--- src/line_term_pkg.sv ---
// Function
// amplitude scale resets 110110, 2% per step
// software writes 110110 when no scaling wanted
// templates: 16 samples, four UIs, 7-bit codes
// transmit termination bit 2 selects internal/external
// software never selects external termination in T1/J1
// software pairs termination and template codes
// global pin or channel bit tristates outputs
// lost master clock tristates every channel
// lost transmit clock tristates, loopback/pattern excepted
// outputs held tristate after any reset
// transmit power down tristates that channel
// receive termination bit 2 selects internal/external
// software chooses receive termination code per standard
// activity monitors flag and release clock loss
// any single tristate condition disables driver
package line_term_pkg;

  // register indices; byte address is four times the index, channel in haddr[9:8]
  localparam logic [5:0] IDX_TX_CONFIG_A   = 6'h02;
  localparam logic [5:0] IDX_TX_CONFIG_B   = 6'h03;
  localparam logic [5:0] IDX_TERMINATION   = 6'h1A;
  localparam logic [5:0] IDX_AMP_SCALE     = 6'h20;
  localparam logic [5:0] IDX_LINE_STATUS   = 6'h21;
  localparam logic [5:0] IDX_SOFT_RESET    = 6'h22;

  // field positions
  localparam int CFGA_PWRDN_BIT   = 0;
  localparam int CFGA_RLOOP_BIT   = 1;
  localparam int CFGA_IPAT_BIT    = 2;
  localparam int CFGB_TRI_BIT     = 4;
  localparam int TERM_TX_EXT_BIT  = 2;
  localparam int TERM_RX_LSB      = 3;
  localparam int TERM_RX_EXT_BIT  = 5;

  // values after reset
  localparam logic [7:0] TX_CONFIG_A_RST = 8'h00;
  localparam logic [7:0] TX_CONFIG_B_RST = 8'h00;
  localparam logic [7:0] TERMINATION_RST = 8'h00;
  localparam logic [5:0] AMP_SCALE_RST   = 6'h36;
  localparam int         AMP_STEP_PCT    = 2;

  // timing at the core clock rate
  localparam int CLK_MHZ        = 40;
  localparam int LOSS_WINDOW_NS = 1000;
  localparam int RST_HOLD_NS    = 2000;
  localparam int LOSS_CYC       = (LOSS_WINDOW_NS * CLK_MHZ + 999) / 1000;
  localparam int RST_HOLD_CYC   = (RST_HOLD_NS * CLK_MHZ + 999) / 1000;

  // first-UI sample codes for templates 3..7 (T1 longer cables, then J1)
  localparam logic [6:0] TPL_UI1 [5][16] = '{
    '{7'h1B, 7'h2E, 7'h2C, 7'h2A, 7'h29, 7'h28, 7'h27, 7'h26,
      7'h25, 7'h50, 7'h4F, 7'h4D, 7'h4A, 7'h48, 7'h46, 7'h44},
    '{7'h1F, 7'h34, 7'h2F, 7'h2C, 7'h2B, 7'h2A, 7'h29, 7'h28,
      7'h25, 7'h57, 7'h53, 7'h50, 7'h4B, 7'h48, 7'h46, 7'h44},
    '{7'h20, 7'h3B, 7'h35, 7'h2F, 7'h2E, 7'h2D, 7'h2C, 7'h2A,
      7'h28, 7'h58, 7'h58, 7'h53, 7'h4C, 7'h48, 7'h46, 7'h44},
    '{7'h20, 7'h3F, 7'h38, 7'h33, 7'h2F, 7'h2E, 7'h2D, 7'h2C,
      7'h29, 7'h5F, 7'h5E, 7'h57, 7'h4F, 7'h49, 7'h47, 7'h44},
    '{7'h17, 7'h27, 7'h27, 7'h26, 7'h25, 7'h25, 7'h25, 7'h24,
      7'h23, 7'h4A, 7'h4A, 7'h49, 7'h47, 7'h45, 7'h44, 7'h43}
  };
  localparam logic [3:0] TPL_FIRST_TABLE = 4'h3;
  localparam logic [3:0] TPL_J1          = 4'h7;

endpackage : line_term_pkg

--- src/line_termination_driver_control.sv ---
// line driver enable, termination select and pulse template control, AHB-Lite slave
module line_termination_driver_control #(
  parameter int NUM_CH = 4
) (
  input  wire logic                  core_clk,
  input  wire logic                  srst,
  input  wire logic                  hsel,
  input  wire logic [31:0]           haddr,
  input  wire logic [1:0]            htrans,
  input  wire logic                  hwrite,
  input  wire logic [2:0]            hsize,
  input  wire logic [31:0]           hwdata,
  input  wire logic                  hready,
  output logic      [31:0]           hrdata,
  output logic                       hreadyout,
  output logic                       hresp,
  input  wire logic                  mclk_in,
  input  wire logic [NUM_CH-1:0]     tx_clock_in,
  input  wire logic                  line_driver_tristate,
  input  wire logic [1:0]            wave_ui,
  input  wire logic [3:0]            wave_sample,
  output logic      [NUM_CH-1:0]     tx_line_oe,
  output logic      [NUM_CH-1:0]     tx_path_powered_down,
  output logic      [NUM_CH-1:0]     tx_term_external,
  output logic      [2*NUM_CH-1:0]   tx_term_ohm_sel,
  output logic      [NUM_CH-1:0]     rx_term_external,
  output logic      [2*NUM_CH-1:0]   rx_term_ohm_sel,
  output logic      [6*NUM_CH-1:0]   amplitude_scale,
  output logic      [4*NUM_CH-1:0]   pulse_template_select,
  output logic      [7*NUM_CH-1:0]   wave_code
);
  import line_term_pkg::*;

  localparam int LW = $clog2(LOSS_CYC + 1);
  localparam int HW = $clog2(RST_HOLD_CYC + 1);
  localparam logic [LW-1:0] LOSS_LIM = LW'(LOSS_CYC);
  localparam logic [HW-1:0] HOLD_LIM = HW'(RST_HOLD_CYC);

  // monitor index NUM_CH watches the master clock, the others the transmit clocks
  typedef struct packed {
    logic [NUM_CH:0]               sync_a;
    logic [NUM_CH:0]               sync_b;
    logic [NUM_CH:0]               sync_c;
    logic [NUM_CH:0][LW-1:0]       idle_cnt;
    logic [NUM_CH:0]               lost;
    logic [1:0]                    tri_sync;
    logic [NUM_CH-1:0][7:0]        cfga;
    logic [NUM_CH-1:0][7:0]        cfgb;
    logic [NUM_CH-1:0][7:0]        term;
    logic [NUM_CH-1:0][5:0]        amp;
    logic [NUM_CH-1:0][6:0]        wave;
    logic [NUM_CH-1:0]             oe;
    logic [HW-1:0]                 hold_cnt;
    logic                          pend;
    logic                          pwrite;
    logic [1:0]                    pch;
    logic [5:0]                    pidx;
    logic                          rdy;
    logic [31:0]                   rdata;
  } state_s;

  state_s          st_ff;
  state_s          nxt_st;
  logic [NUM_CH-1:0] hz_ch;

  // template lookup; tables 0..2 and UIs 2..3 read as zero code, UI 1 holds codes only in its first samples
  function automatic logic [6:0] tpl_code(input logic [3:0] tpl, input logic [1:0] ui, input logic [3:0] smp);
    logic [6:0] code;
    logic [3:0] row;
    code = 7'h00;
    row  = tpl - TPL_FIRST_TABLE;
    if (tpl >= TPL_FIRST_TABLE && tpl <= TPL_J1) begin
      if (ui == 2'h0) begin
        code = TPL_UI1[row[2:0]][smp];
      end else if (ui == 2'h1) begin
        if (tpl == TPL_J1) begin
          code = (smp == 4'h0) ? 7'h42 : ((smp == 4'h1) ? 7'h41 : 7'h00);
        end else begin
          code = (smp == 4'h0) ? 7'h43 : ((smp == 4'h1) ? 7'h42 : ((smp == 4'h2) ? 7'h41 : 7'h00));
        end
      end
    end
    return code;
  endfunction : tpl_code

  // tristate conditions per channel, any one alone suffices
  always_comb begin
    for (int c = 0; c < NUM_CH; c++) begin
      hz_ch[c] = st_ff.tri_sync[1]
               | st_ff.cfgb[c][CFGB_TRI_BIT]
               | st_ff.lost[NUM_CH]
               | (st_ff.lost[c] & ~st_ff.cfga[c][CFGA_RLOOP_BIT]
                  & ~st_ff.cfga[c][CFGA_IPAT_BIT])
               | st_ff.cfga[c][CFGA_PWRDN_BIT]
               | (st_ff.hold_cnt != '0);
    end
  end

  // next state: monitors, pin sync, bus slave, configuration, line outputs
  always_comb begin
    nxt_st = st_ff;
    // clock activity monitors; third stage only remembers the previous sample
    nxt_st.sync_a = {mclk_in, tx_clock_in};
    nxt_st.sync_b = st_ff.sync_a;
    nxt_st.sync_c = st_ff.sync_b;
    for (int m = 0; m <= NUM_CH; m++) begin
      if (st_ff.sync_b[m] != st_ff.sync_c[m]) begin
        nxt_st.idle_cnt[m] = '0;
        nxt_st.lost[m]     = 1'b0;
      end else if (st_ff.idle_cnt[m] == LOSS_LIM) begin
        nxt_st.lost[m]     = 1'b1;
      end else begin
        nxt_st.idle_cnt[m] = st_ff.idle_cnt[m] + 1'b1;
      end
    end
    nxt_st.tri_sync = {st_ff.tri_sync[0], line_driver_tristate};
    if (st_ff.hold_cnt != '0) begin
      nxt_st.hold_cnt = st_ff.hold_cnt - 1'b1;
    end
    // bus: one wait state so read data leaves a flip-flop
    nxt_st.rdy = 1'b1;
    if (st_ff.pend) begin
      nxt_st.pend = 1'b0;
      nxt_st.rdata = 32'h0000_0000;
      for (int c = 0; c < NUM_CH; c++) begin
        if (st_ff.pch == 2'(c)) begin
          case (st_ff.pidx)
            IDX_TX_CONFIG_A: begin
              nxt_st.rdata[7:0] = st_ff.cfga[c];
              if (st_ff.pwrite) nxt_st.cfga[c] = hwdata[7:0];
            end
            IDX_TX_CONFIG_B: begin
              nxt_st.rdata[7:0] = st_ff.cfgb[c];
              if (st_ff.pwrite) nxt_st.cfgb[c] = hwdata[7:0];
            end
            IDX_TERMINATION: begin
              nxt_st.rdata[7:0] = st_ff.term[c];
              if (st_ff.pwrite) nxt_st.term[c] = hwdata[7:0];
            end
            IDX_AMP_SCALE: begin
              nxt_st.rdata[5:0] = st_ff.amp[c];
              if (st_ff.pwrite) nxt_st.amp[c] = hwdata[5:0];
            end
            IDX_LINE_STATUS: begin
              nxt_st.rdata[3:0] = {st_ff.hold_cnt != '0, st_ff.oe[c], st_ff.lost[c], st_ff.lost[NUM_CH]};
            end
            default: begin
              nxt_st.rdata = 32'h0000_0000;
            end
          endcase
        end
      end
      // soft reset restores configuration and restarts the hold window
      if (st_ff.pwrite && st_ff.pidx == IDX_SOFT_RESET && hwdata[0]) begin
        for (int c = 0; c < NUM_CH; c++) begin
          nxt_st.cfga[c] = TX_CONFIG_A_RST;
          nxt_st.cfgb[c] = TX_CONFIG_B_RST;
          nxt_st.term[c] = TERMINATION_RST;
          nxt_st.amp[c]  = AMP_SCALE_RST;
        end
        nxt_st.hold_cnt = HOLD_LIM;
      end
    end else if (hsel && htrans[1] && hready) begin
      nxt_st.pend   = 1'b1;
      nxt_st.pwrite = hwrite;
      nxt_st.pch    = haddr[9:8];
      nxt_st.pidx   = haddr[7:2];
      nxt_st.rdy    = 1'b0;
    end
    // line side outputs, registered
    for (int c = 0; c < NUM_CH; c++) begin
      nxt_st.oe[c]   = ~hz_ch[c];
      nxt_st.wave[c] = tpl_code(st_ff.cfgb[c][3:0], wave_ui, wave_sample);
    end
    // pin reset: drivers off, config to defaults, hold window armed
    if (srst) begin
      nxt_st          = '0;
      nxt_st.rdy      = 1'b1;
      nxt_st.hold_cnt = HOLD_LIM;
      for (int c = 0; c < NUM_CH; c++) begin
        nxt_st.cfga[c] = TX_CONFIG_A_RST;
        nxt_st.cfgb[c] = TX_CONFIG_B_RST;
        nxt_st.term[c] = TERMINATION_RST;
        nxt_st.amp[c]  = AMP_SCALE_RST;
      end
    end
  end

  // single state register
  always_ff @(posedge core_clk) begin
    st_ff <= nxt_st;
  end

  // outputs straight from the state register, hresp tied to okay
  assign hrdata    = st_ff.rdata;
  assign hreadyout = st_ff.rdy;
  assign hresp     = 1'b0;
  assign tx_line_oe = st_ff.oe;
  always_comb begin
    for (int c = 0; c < NUM_CH; c++) begin
      tx_path_powered_down[c]    = st_ff.cfga[c][CFGA_PWRDN_BIT];
      tx_term_external[c]        = st_ff.term[c][TERM_TX_EXT_BIT];
      tx_term_ohm_sel[2*c +: 2]  = st_ff.term[c][1:0];
      rx_term_external[c]        = st_ff.term[c][TERM_RX_EXT_BIT];
      rx_term_ohm_sel[2*c +: 2]  = st_ff.term[c][TERM_RX_LSB +: 2];
      amplitude_scale[6*c +: 6]  = st_ff.amp[c];
      pulse_template_select[4*c +: 4] = st_ff.cfgb[c][3:0];
      wave_code[7*c +: 7]        = st_ff.wave[c];
    end
  end
endmodule : line_termination_driver_control

--- config.mk ---
export PLATFORM = sky130hd
export DESIGN_NAME = line_termination_driver_control
export DESIGN_NICKNAME = d
export VERILOG_FILES = /design/src/line_term_pkg.sv /design/src/line_termination_driver_control.sv
export SDC_FILE = /design/constraint.sdc
export NUM_CORES = 1
export LEC_CHECK = 0
export ABC_AREA = 1
export BUFFER_PORTS_ARGS = -buffer_cell sky130_fd_sc_hd__buf_2
export CORE_AREA = 10 10 133 257
export DETAILED_ROUTE_END_ITERATION = 8
export DIE_AREA = 0 0 143 267
export HOLD_SLACK_MARGIN = 0.15
export PLACE_DENSITY = 0.75
export SKIP_CTS_REPAIR_TIMING = 1
export SYNTH_ARGS = -nofsm -noshare
export SYNTH_HDL_FRONTEND = slang
export SYNTH_SLANG_ARGS = --single-unit
--- constraint.sdc ---
create_clock -name core_clk -period 5.8 [get_ports core_clk]
set_input_delay 1.16 -clock core_clk [delete_from_list [all_inputs] [get_ports core_clk]]
set_output_delay 1.16 -clock core_clk [all_outputs]
set_load 0.02 [all_outputs]
After elaboration in Yosys (flattened, before gate mapping)
Memory sizes are Yosys's and may differ from the RTL's.
Cells that the tools add are included.
- ROM bits: 3584
- register bits: 254
- output and inout bits: 134
- memories: 4
- word-level logic and storage cells: 278
- add/subtract/negate cells: 10
- multiplexer cells: 83
- bitwise gates (word level): 50
- reduce and logical (&&, ||, !) cells: 50
- equality and inequality tests: 26
- magnitude comparators: 13
- memory list (memory ; depth ; bits a word ; read ports ; clocked after memory_dff ; write ports ; line ; RTL):
    (no name shown) ; 8 ; 112 ; 1 ; 0 ; 0 ; line_termination_driver_control.sv:74 ; code = TPL_UI1[row[2:0]][smp];
    (no name shown) ; 8 ; 112 ; 1 ; 0 ; 0 ; line_termination_driver_control.sv:74 ;
    (no name shown) ; 8 ; 112 ; 1 ; 0 ; 0 ; line_termination_driver_control.sv:74 ;
    (no name shown) ; 8 ; 112 ; 1 ; 0 ; 0 ; line_termination_driver_control.sv:74 ;
- operator list (operator ; number):
    112-bit 2-to-1 mux ; 8
    7-bit 2-to-1 mux ; 28
    8-bit 2-to-1 mux ; 17
    120-bit 2-to-1 mux ; 1
    7-bit binary-select mux with 4-bit select ; 4
    32-bit 2-to-1 mux ; 3
    4-bit one-hot mux with 5 select lines ; 4
    24-bit 2-to-1 mux ; 3
    4-bit AND reduction ; 16
    6-bit equality test (second input constant) ; 8
    6-bit 2-to-1 mux ; 6
    2-bit one-hot mux with 4 select lines ; 4
    6-bit by 1-bit adder with 6-bit output (second input constant) ; 5
    2-bit one-hot mux with 5 select lines ; 3
    2-bit OR reduction ; 11
    1-bit OR ; 20
    2-bit nonzero test ; 9
    1-bit inverter ; 17
    4-bit by 3-bit equality test with 1-bit output (second input constant) ; 4
    4-bit by 2-bit >= comparator with 1-bit output (second input constant) ; 4
    4-bit >= comparator (second input constant) ; 4
    4-bit by 3-bit less-or-equal comparator with 1-bit output (second input constant) ; 4
    3-bit inverter with 4-bit output ; 4
    6-bit by 2-bit equality test with 1-bit output (second input constant) ; 2
    other kinds (19) ; 43

Logic depth before layout (Yosys ltp)
Gate-level depths: netlist (run 1).
- depth in word-level cells: 9
- depth in mapped cells: 13

Least setup slack after synthesis (run 1)
Ideal clock, no wire load.
- path type: input -> register
- from: input wave_sample[1]
- to: register st_ff (netlist bit wave_code[21])
- path slack: 3.434 ns
- data arrival time: 2.233 ns
- setup time: 0.133 ns
- data required time: 5.667 ns
- stages on the path: 8
- buffers on the path: 2
- path through: inv_1 > clkbuf_1 > clkbuf_1 > nand2_1 > o21ai_0 > a21oi_1 > o21ai_0 > o21ai_0
- cells in the longest elaborated chain, start to end: 7
- elaborated cells between the ends (all ways): 15
- classes of those cells: eq/ne (2); mux (11); bitwise (1); reduce/logical (1)
- RTL lines (what ; line ; RTL):
    start, declared ; line_termination_driver_control.sv:21 ; input wire logic [3:0] wave_sample,
    4-bit by 2-bit equality test with 1-bit output ; line_termination_driver_control.sv:79 ; code = (smp == 4'h0) ? 7'h43 : ((smp == 4'h1) ? 7'h42 : ((smp == 4'h2) ? 7'h41 : 7'h00));
    7-bit 2-to-1 mux (3 in a row) ; line_termination_driver_control.sv:79 ;
    7-bit 2-to-1 mux ; line_termination_driver_control.sv:76 ; if (tpl == TPL_J1) begin
    7-bit 2-to-1 mux ; line_termination_driver_control.sv:75 ; end else if (ui == 2'h1) begin
    7-bit 2-to-1 mux (*) ; line_termination_driver_control.sv:73 ; if (ui == 2'h0) begin
    end signal, assigned ; line_termination_driver_control.sv:191 ; st_ff <= nxt_st;
    end, declared ; line_termination_driver_control.sv:62 ; state_s st_ff;
Mark *: on every way between the ends. The rest lies on a longest branch, timed or not. The select of a mux whose other input is x is not followed.
A chain may end at the register's enable or synchronous reset.

Worst setup path after layout (run 1)
- from: input srst
- to: register st_ff[215] in the netlist's numbering
- cells in the longest elaborated chain, start to end: 1
- RTL lines (what ; line ; RTL):
    start, declared ; line_termination_driver_control.sv:6 ; input wire logic srst,
    2-bit OR reduction (no line) ; -- ;
Every way passes these cells.

==> summary.txt, run 1 <==
Placement
  • Setup WS pre-CTS: 2.195 ns
  • Cell count after placement: 2256
  • HPWL after detailed placement: 37.11 mm
  • Final Wtd Congestion: 0.9943
  • IO Port Bufs: 142

Cells and area
  • Fin nets: 2054
  • Fin cells: 2296
  • P&R area growth vs syn: 6.231%
  • Ant. Diodes: 0
  • Filler cell count: 3021
  • Share of cells above drive strength 1: 0.1338

Timing
  • Pins over their slew limit: 0
  • Final Hold Viols: 0
  • Final Worst Setup Slack: 2.702 ns
  • Max Clk Rate: 0.3227 GHz
  • RSZ-0062 raised after global routing: false
  • Final cycle utilization of the critical path: 0.5342
  • Final setup fails: 0
  • Slew headroom: 0.2727
  • Min Tclk post-route: 3.098 ns
  • Setup TNS Final: 0 ns
  • Clock Skews: 0.02805 ns
  • Worst slew pin tran: 1.088 ns

Clock network
  • CTS H-tree lvls: 1
  • Clock buffer depth: 3
  • Clock sink total: 230
  • CTS tree: built
  • Reg clk slew, reported paths: 0.06 ns
  • Clk_lat worst skew: 0.54 ns
  • CTS Root Cell: clkbuf_16
  • TritonCTS Buffers: 22

Hold path
  • Hold Crit Depth: 2
  • Worst Hold Launch: st_ff[250]
  • WHS Endpoint: st_ff[245]
  • Hold WC Path Type: flip-flop to flip-flop

Critical path
  • Setup slack, reg-to-reg: 2.90 ns
  • Cells on worst reg2reg path: 10
  • FF-to-FF Start: pulse_template_select[13]
  • CP peak stage delay: 0.84 ns
  • Critical Path Start Type: input pin
  • Critical path arrival: 3.52 ns
  • CP max-delay cell: clkinv_2
  • Crit path max fanout: 72
  • Crit end category: flip-flop
  • Critical path class: input pin to flip-flop
  • Worst EP required: 6.22 ns
  • CP cell instances: buf_2 > clkinv_2 > buf_4 > nand2_1 > a21oi_1 > o21a_1
  • FF-to-FF End: wave_code[21]

Floorplan
  • Die area: 38180 um^2
  • Num rows: 90
  • Die Y: 267 um
  • Chip Width: 143 um
  • Core area: 30070 um^2
  • IO Pins: 220
  • Initial Util: 0.4422

Detailed routing
  • DRC Markers: 0
  • DR iter-0 viols: 1099
  • DRT Wirelength: 48.65 mm
  • DR WL/cell: 21.19 um
  • Vias per inst: 5.646
  • Drt first pass iters: 6
  • Vias: 12960
  • Routed Antenna Nets: 0

Run
  • Max cap viols: 0

Global route
  • Vias in the first global route: 12820
  • Grt ovf: 0
  • Pin count of the biggest net entering global routing: 73
  • Antenna violations before repair: 0
  • First-pass GRT wire length: 72.54 mm
  • All-layer global routing usage: 0.2472

Logic synthesis
  • Yosys reg bits: 230
  • FFs w/ async S/R, synth: 0
  • Number of flops mapped to enable cells by yosys: 0
  • YS warnings: 0
  • Synthesized instance count: 1917
  • Synth top area share: 0.3464
  • Avg Cell Area, Syn: 6.935 um^2
  • Post-synthesis cell area: 13290 um^2
  • Ranking of synthesized cells by area: dfxtp_1 (35%), nand2_1 (9.0%), buf_4 (7.7%)
  • Largest area contributor in the netlist: dfxtp_1
  • Dominant cell by count in the synthesized netlist: nand2_1
  • Seq/Total Area, Yosys: 0.3464
  • Synth cell count leaders: nand2_1 (318), dfxtp_1 (230), nor2_1 (218)
  • Synth Flop Type: dfxtp_1
  • Cell variety after synth: 48

Power and ir drop
  • Share of total power in the clock network: 0.455
  • Sequential share of power: 0.450
  • Worst VDD drop: 279.9 uV
  • Sw Share: 0.2603
  • Pleak: 6.191 nW
  • Combinational share of power: 0.095
  • Psw: 0.9425 mW
  • Ratio of total power to cell area: 256.4 nW/um^2
  • Int Pwr: 2.678 mW
  • Final Power: 3.621 mW

Status
  • Outcome: finished clean
power groups by stage:
stage	combinational, mW	sequential (mW)	clock, mW
3_3_place_gp	0.328	1.66	0
2_1_floorplan	0.242	1.66	0
3_5_place_dp	0.333	1.66	0
6_report	0.344	1.63	1.65
5_1_grt	0.376	1.63	1.71
4_1_cts	0.335	1.63	1.65
cells by family (layout without fill, tap and decap cells):
logic type,after synthesis,after routing,share of synthesized area
and+or+nand+nor,721,721,0.2323
xor gates and xnor gates,22,22,0.01449
other,1,25,0.0002821
buffers and inverters,429,416,0.1645
adders and majority gates,56,56,0.05271
AOI/OAI and AO/OA,458,458,0.1894
DFF,230,230,0.3464
stage by stage:
stage / hold slack (ns) / util / cell area [um^2]
after floorplan: 0.3883 / - / 13380
after global placement: 0.3935 / 0.4426 / 13310
after detailed placement: 0.3954 / 0.4426 / 13310
after CTS: 0.4043 / 0.4697 / 14120
after global routing: 0.4154 / 0.4697 / 14120
final: 0.4023 / 0.4697 / 14120
cell type report:
type,count,area [um^2],area share
tap,368,460.4,0.03260
clock buffer,27,610.6,0.04324
timing repair buffer,154,800.8,0.05670
clock inverter,13,205.2,0.01453
sequential,230,4604,0.3260
inverter,222,842.1,0.05963
multi-input combinational,1282,6599,0.4673
worst max-delay path, delay by kind of cell:
kind | cells | cell delay, ns
AOI/OAI and AO/OA | 2 | 0.17
buffers and inverters | 3 | 1.84
and+or+nand+nor | 1 | 0.30
layout by cell type, fill, tap and decap left out, types with 6 or more instances in the layout:
| cell type | instances |
|---|---|
| and3_1 | 6 |
| a21oi_1 | 169 |
| clkinv_2 | 10 |
| buf_4 | 12 |
| clkbuf_16 | 23 |
| buf_2 | 142 |
| xor2_1 | 11 |
| nand2_1 | 318 |
| nand4_1 | 20 |
| nand2_2 | 14 |
| o21ai_0 | 179 |
| nand3_1 | 89 |
| o21ai_1 | 25 |
| nor2_2 | 9 |
| inv_1 | 196 |
| xnor2_1 | 11 |
| nor3_1 | 26 |
| a211oi_1 | 7 |
| or2_2 | 8 |
| conb_1 | 25 |
| dfxtp_1 | 230 |
| ha_1 | 56 |
| o211ai_1 | 37 |
| inv_2 | 17 |
| o2111ai_1 | 8 |
| a31oi_1 | 7 |
| nor2_1 | 218 |
state kept, by name, summed over array words and instances (netlist names):
name and count:
amplitude_scale 24, hrdata 8, hreadyout 1, pulse_template_select 16
rx_term_external 4, rx_term_ohm_sel 8, st_ff 121, tx_line_oe 4
tx_path_powered_down 4, tx_term_external 4, tx_term_ohm_sel 8, wave_code 28
layer usage:
layer	up-vias	routed length [um]	GRT usage
met4	0	5462	0.2479
met1	5911	15440	0.2253
met2	682	24230	0.4387
met3	256	3519	0.04449
li1	6115	-	-
met5	-	0	0
how the worst max path moves through the flow:
| stage | start | end | slack, ns | cells past startpoint |
|---|---|---|---|---|
| 2_1_floorplan | wave_sample[1] | wave_code[21] | 3.43 | 8 |
| 3_3_place_gp | srst | st_ff[215] | 2.23 | 6 |
| 5_1_grt | srst | st_ff[215] | 2.46 | 6 |
| 3_5_place_dp | srst | st_ff[215] | 2.19 | 6 |
| 6_report | srst | st_ff[215] | 2.70 | 6 |
| 4_1_cts | srst | st_ff[215] | 2.73 | 6 |
Note: power is estimated with default switching activity, not from simulation.
==> run 2, diff against run 1 <==
==> constraint.sdc (replaced) <==
create_clock -name core_clk -period 2.93 [get_ports core_clk]
set_input_delay 0.586 -clock core_clk [delete_from_list [all_inputs] [get_ports core_clk]]
set_output_delay 0.586 -clock core_clk [all_outputs]
set_load 0.02 [all_outputs]
==> run 2 against run 1 <==
Effect of this change:
- via count is 0.12% higher
- hold slack worse by 0.14 ns
- combinational power is 110% higher
- critical path depth is 3 higher
- first-iteration DRC count is 3.9% higher
- cell area is 1.5% higher
- die area stayed put
- non-clock buffer count is 44 higher
- critical path type is now flip-flop to flip-flop
- largest power group is now registers
==> summary.txt, run 2 (synthesis results as in run 1) <==
Status
  • Outcome: finished clean

Detailed routing
  • Vias per inst: 5.551 (-1.7%)
  • Metal3 WL: 3.282 mm (-6.7%)
  • DR WL/cell: 20.89 um (-1.4%)
  • Met2 routed WL: 25.14 mm (+3.7%)
  • Drt first pass iters: 6 (unchanged)
  • Highest layer used for signal routing: met4
  • Vias: 12980 (+0.12%)
  • DRT Wirelength: 48.85 mm (+0.41%)
  • DR iter-0 viols: 1142 (+3.9%)
  • Routed Antenna Nets: 0 (unchanged)
  • DRC Markers: 0 (unchanged)
  • M1 wire length: 15.38 mm (-0.35%)

Cells and area
  • Filler cell count: 3013 (-0.26%)
  • Fin cells: 2338 (+1.8%)
  • Fin area: 14330 um^2 (+1.5%)
  • Area of the multi-input gates: 6593 um^2 (about the same)
  • P&R area growth vs syn: 7.821%
  • Storage element area: 4604 um^2 (unchanged)
  • Commonest non-fill, non-tap cell in the layout: nand2_1
  • Max FFs per register: 121 (unchanged)
  • Finished Core Util: 0.4767 (+0.007032)
  • Fin nets: 2098 (+2.1%)
  • Share of cells above drive strength 1: 0.1498 (+0.01600)
  • Largest Register: st_ff
  • Most frequent cells in the layout: nand2_1 (318), dfxtp_1 (230), nor2_1 (218)

Timing
  • Min Tclk post-route: 2.512 ns
  • Clock Skews: 0.01246 ns (-0.01559 ns)
  • Final cycle utilization of the critical path: 0.8574
  • Pins over their slew limit: 0 (unchanged)
  • Final setup fails: 0 (unchanged)
  • Max Clk Rate: 0.3981 GHz
  • Slew headroom: 0.3596 (+0.08692)
  • Final Hold Viols: 0 (unchanged)
  • Setup TNS Final: 0 ns (unchanged)
  • Worst slew pin tran: 0.9571 ns (-0.1305 ns)
  • RSZ-0062 raised after global routing: false

Power and ir drop
  • Combinational share of power: 0.105 (+0.010)
  • Sw Share: 0.2671 (+0.006848)
  • Sequential share of power: 0.476 (+0.026)
  • Ratio of total power to cell area: 472.6 nW/um^2 (+84%)
  • Psw: 1.809 mW (+92%)
  • Worst VDD drop: 541.3 uV (+93%)
  • Int Pwr: 4.964 mW (+85%)
  • Pleak: 6.352 nW (+2.6%)
  • Share of total power in the clock network: 0.419 (-0.036)

Clock network
  • Clock sink total: 230 (unchanged)
  • Clock buffer depth: 3 (unchanged)
  • Reg clk slew, reported paths: 0.07 ns (about the same)
  • Clk_lat worst skew: 0.53 ns (about the same)
  • CTS tree: built
  • CTS H-tree lvls: 1 (unchanged)
  • CTS Root Cell: clkbuf_16
  • TritonCTS Buffers: 22 (unchanged)

Critical path
  • FF-to-FF End: wave_code[0]
  • Critical Path Start Type: flip-flop
  • FF-to-FF Start: pulse_template_select[0]
  • Critical path class: flip-flop to flip-flop
  • Setup slack, reg-to-reg: 0.42 ns (-2.48 ns)
  • Worst EP required: 3.32 ns (-2.90 ns)
  • Crit end category: flip-flop
  • Crit path max fanout: 10 (-86%)
  • Critical path arrival: 2.90 ns (-0.62 ns)
  • Cells on worst reg2reg path: 9 (-1)

Global route
  • All-layer global routing usage: 0.2480 (+0.0008586)
  • First-pass GRT wire length: 72.77 mm (+0.32%)
  • Antenna violations before repair: 1 (+1)
  • Grt ovf: 0 (unchanged)
  • Pin count of the biggest net entering global routing: 75 (+2.7%)
  • Vias in the first global route: 12890 (+0.57%)

Floorplan
  • Core area: 30070 um^2 (unchanged)
  • Initial Util: 0.4422 (unchanged)
  • IO Pins: 220 (unchanged)
  • Die Y: 267 um (unchanged)
  • Die area: 38180 um^2 (unchanged)
  • Chip Width: 143 um (unchanged)
  • Num rows: 90 (unchanged)

Hold path
  • Hold WC Path Type: input pin to flip-flop
  • WHS Endpoint: st_ff[249]
  • Worst Hold Launch: tx_clock_in[0]
  • Hold Crit Depth: 3 (+1)

Run
  • Max cap viols: 0 (unchanged)

Placement
  • DP Area: 13640 um^2 (+2.5%)
  • IO Port Bufs: 142 (unchanged)
  • HPWL after detailed placement: 38.06 mm (+2.6%)
  • Cell count after placement: 2300 (+2.0%)
  • Final Wtd Congestion: 1.019 (+2.5%)
-- run 2: cell count changes in the layout (fill, tap and decap cells not counted), moves of 2 or more --
cell	change
clkinvlp_4	-2
inv_6	-2
buf_4	+43
bufinv_16	-4
clkbuf_1	+3
-- run 2: worst max-delay path: stages (launching register included) --
cell	delay, ns
dfxtp_1	0.37
ha_1	0.30
ha_1	0.49
clkinv_1	0.33
a21oi_1	0.29
o21ai_0	0.13
o2111ai_1	0.16
nand4_1	0.12
nand2_1	0.08
o21ai_0	0.09
-- run 2: how the worst max path moves through the flow --
| stage | startpoint | end | slack, ns | cells after the start |
|---|---|---|---|---|
| CTS | pulse_template_select[0] | wave_code[0] | 0.46 | 9 |
| global route | pulse_template_select[0] | wave_code[0] | 0.24 | 9 |
| finish | pulse_template_select[0] | wave_code[0] | 0.42 | 9 |
| global placement | wave_sample[0] | wave_code[15] | 0.39 | 8 |
| detailed placement | wave_sample[0] | wave_code[15] | 0.36 | 8 |
| floorplan | pulse_template_select[0] | wave_code[0] | 0.88 | 10 |
-- run 2: layout make-up --
| class | count | area share |
|---|---|---|
| antenna | 1 | 0.0001746 |
| clock buffer | 30 | 0.04338 |
| clock inverter | 7 | 0.004626 |
| inverter | 222 | 0.05875 |
| multi-input combinational | 1282 | 0.4599 |
| sequential | 230 | 0.3212 |
| tap | 368 | 0.03212 |
| timing repair buffer | 198 | 0.07978 |
-- run 2: power groups by stage --
| stage | Combinational, mW | Sequential (mW) | Clock (mW) |
|---|---|---|---|
| 2_1_floorplan | 0.479 | 3.28 | 0 |
| 3_3_place_gp | 0.683 | 3.29 | 0 |
| 3_5_place_dp | 0.690 | 3.29 | 0 |
| 4_1_cts | 0.694 | 3.22 | 2.86 |
| 5_1_grt | 0.777 | 3.23 | 2.96 |
| 6_report | 0.714 | 3.22 | 2.84 |
-- run 2: per-layer routing --
layer	track usage	vias to the layer above
met3	0.04271	239
li1	-	6193
met4	0.2311	0
met2	0.4540	651
met5	0	-
met1	0.2223	5896
-- run 2: through the flow --
stage	worst slack [ns]	power (mW)	hold WS, ns
global route	0.2414	6.961	0.2759
finish	0.4179	6.774	0.2614
global placement	0.3930	3.972	0.3950
CTS	0.4598	6.773	0.2571
detailed placement	0.3644	3.981	0.3965
floorplan	0.8774	3.763	0.3883
==> run 3, diff against run 2 <==
--- a/config.mk
+++ b/config.mk
@@ -7,11 +7,13 @@
 export LEC_CHECK = 0
 export ABC_AREA = 1
 export BUFFER_PORTS_ARGS = -buffer_cell sky130_fd_sc_hd__buf_2
-export CORE_AREA = 10 10 133 257
+export CELL_PAD_IN_SITES_DETAIL_PLACEMENT = 1
+export CELL_PAD_IN_SITES_GLOBAL_PLACEMENT = 2
+export CORE_AREA = 10 10 156 302
 export DETAILED_ROUTE_END_ITERATION = 8
-export DIE_AREA = 0 0 143 267
+export DIE_AREA = 0 0 166 312
 export HOLD_SLACK_MARGIN = 0.15
-export PLACE_DENSITY = 0.75
+export PLACE_DENSITY = 0.9
 export SKIP_CTS_REPAIR_TIMING = 1
 export SYNTH_ARGS = -nofsm -noshare
 export SYNTH_HDL_FRONTEND = slang
==> run 3 against run 2 <==
Effect of this change:
- global-route usage fell by 4.6 points
- clock skew rose by 0.0037 ns
- non-clock buffer count fell by 1
- via count barely moved
- flip-flop and latch count did not move
- sequential power barely moved
==> summary.txt, run 3 (synthesis results as in run 1) <==
Cells and area
  • Largest Register: st_ff
  • Filler cell count: 5458 (+81%)
  • Share of cells above drive strength 1: 0.1499 (about the same)
  • Commonest non-fill, non-tap cell in the layout: nand2_1
  • Max FFs per register: 121 (unchanged)
  • Most frequent cells in the layout: nand2_1 (318), dfxtp_1 (230), nor2_1 (218)
  • Fin area: 14560 um^2 (+1.6%)
  • Ant. Diodes: 0 (-1)
  • P&R area growth vs syn: 9.506%
  • Finished Core Util: 0.3430 (-0.1337)
  • Fin nets: 2098 (unchanged)

Critical path
  • Critical Path Start Type: flip-flop
  • Crit path max fanout: 13 (+3)
  • FF-to-FF Start: pulse_template_select[4]
  • Crit end category: flip-flop
  • Setup slack, reg-to-reg: 0.39 ns (-0.03 ns)
  • Critical path class: flip-flop to flip-flop
  • Worst EP required: 3.39 ns (+0.07 ns)
  • Critical path arrival: 3.00 ns (+0.10 ns)
  • Crit. Startpoint: pulse_template_select[4]

Timing
  • Final Hold Viols: 0 (unchanged)
  • Pins over their slew limit: 0 (unchanged)
  • Slew headroom: 0.4136 (+0.05407)
  • Max Clk Rate: 0.3931 GHz (-1.2%)
  • Clock Skews: 0.01621 ns (+0.003748 ns)
  • Min Tclk post-route: 2.544 ns (+0.03166 ns)
  • Final setup fails: 0 (unchanged)
  • Final cycle utilization of the critical path: 0.8682 (+0.01080)
  • Setup TNS Final: 0 ns (unchanged)
  • RSZ-0062 raised after global routing: false
  • Worst slew pin tran: 0.8703 ns (-0.08677 ns)

Floorplan
  • Initial Util: 0.3132 (-0.1289)
  • IO Pins: 220 (unchanged)
  • Die area: 51790 um^2 (+36%)
  • Num rows: 107 (+19%)
  • Die Y: 312 um (+17%)
  • Chip Width: 166 um (+16%)
  • Core area: 42440 um^2 (+41%)

Global route
  • All-layer global routing usage: 0.2017 (-0.04636)
  • Vias in the first global route: 13910 (+7.9%)
  • Grt ovf: 0 (unchanged)
  • Pin count of the biggest net entering global routing: 61 (-19%)
  • Antenna violations before repair: 0 (-1)
  • First-pass GRT wire length: 82.72 mm (+14%)

Placement
  • HPWL after detailed placement: 43.91 mm (+15%)
  • Final Wtd Congestion: 0.9605 (-5.8%)
  • DP Area: 13860 um^2 (+1.6%)
  • IO Port Bufs: 142 (unchanged)

Detailed routing
  • Vias per inst: 5.166 (-6.9%)
  • Drt first pass iters: 7 (+1)
  • DRC Markers: 0 (unchanged)
  • Routed Antenna Nets: 0 (unchanged)
  • DRT Wirelength: 54.73 mm (+12%)
  • DR iter-0 viols: 587 (-49%)
  • DR WL/cell: 21.78 um (+4.2%)
  • Vias: 12980 (+0.015%)

Clock network
  • Clk_lat worst skew: 0.54 ns (about the same)
  • Clock buffer depth: 3 (unchanged)
  • CTS H-tree lvls: 1 (unchanged)
  • CTS tree: built
  • Clock sink total: 230 (unchanged)
  • CTS Root Cell: clkbuf_16
  • Reg clk slew, reported paths: 0.06 ns (about the same)
  • TritonCTS Buffers: 23 (+4.5%)

Run
  • Max cap viols: 0 (unchanged)

Power and ir drop
  • Pleak: 6.352 nW (about the same)
  • Worst VDD drop: 483.5 uV (-11%)
  • Ratio of total power to cell area: 471.6 nW/um^2 (-0.19%)

Hold path
  • Hold WC Path Type: input pin to flip-flop
  • Worst Hold Launch: mclk_in

Status
  • Outcome: finished clean
[run 3: cell types whose count changed in the layout (fill, tap and decap cells not counted)]
| cell | delta |
|---|---|
| clkbuf_8 | +1 |
| clkinvlp_4 | +1 |
| diode_2 | -1 |
| buf_4 | -1 |
| clkinv_2 | -1 |
| clkinv_4 | -1 |
| clkbuf_1 | -1 |
| inv_6 | +1 |
[run 3: critical path, cell delays in order (launching register included)]
cell     delay [ns]
dfxtp_1        0.54
ha_1           0.26
ha_1           0.32
inv_1          0.35
nand2_1        0.21
nor3_1         0.30
or2_2          0.17
o22ai_1        0.08
nand2_1        0.06
nand2_1        0.05
a21oi_1        0.13
[run 3: final cells by class]
type | count | area (um^2) | share of cell area
multi-input combinational | 1282 | 6593 | 0.4529
sequential | 230 | 4604 | 0.3163
timing repair buffer | 197 | 1136 | 0.07804
inverter | 222 | 842.1 | 0.05784
tap | 545 | 681.9 | 0.04684
clock buffer | 30 | 631.9 | 0.04340
clock inverter | 7 | 68.82 | 0.004727
[run 3: worst paths after layout]
check / endpoint / depth (start not counted)
worst max-delay path: wave_code[9] / 10
worst min-delay path: st_ff[253] / 3
worst max register to register: wave_code[9] / 10
worst min register to register: st_ff[248] / 2
[run 3: per-stage QoR]
stage	total power, mW	std cells	hold WS [ns]	setup slack (ns)
final	6.866	2513	0.2483	0.3862
after global routing	7.098	2513	0.2571	0.1903
after CTS	6.915	2513	0.2331	0.4136
after detailed placement	4.027	2476	0.4033	0.3912
after global placement	4.006	2476	0.3968	0.3856
after floorplan	3.763	1941	0.3883	0.8774
[run 3: where the power goes]
| group | internal, mW | switching, mW | total, mW |
|---|---|---|---|
| combinational | 0.214 | 0.526 | 0.740 |
| clock | 1.60 | 1.30 | 2.90 |
| sequential | 3.18 | 0.0489 | 3.23 |
[run 3: layer usage]
layer  vias up  wire (um)  global-route usage
met3       178       2308             0.03130
met5         -          0                   0
li1       6186          -                   -
met4         0       4057              0.1382
met1      6225      18810              0.1843
met2       392      29550              0.3945
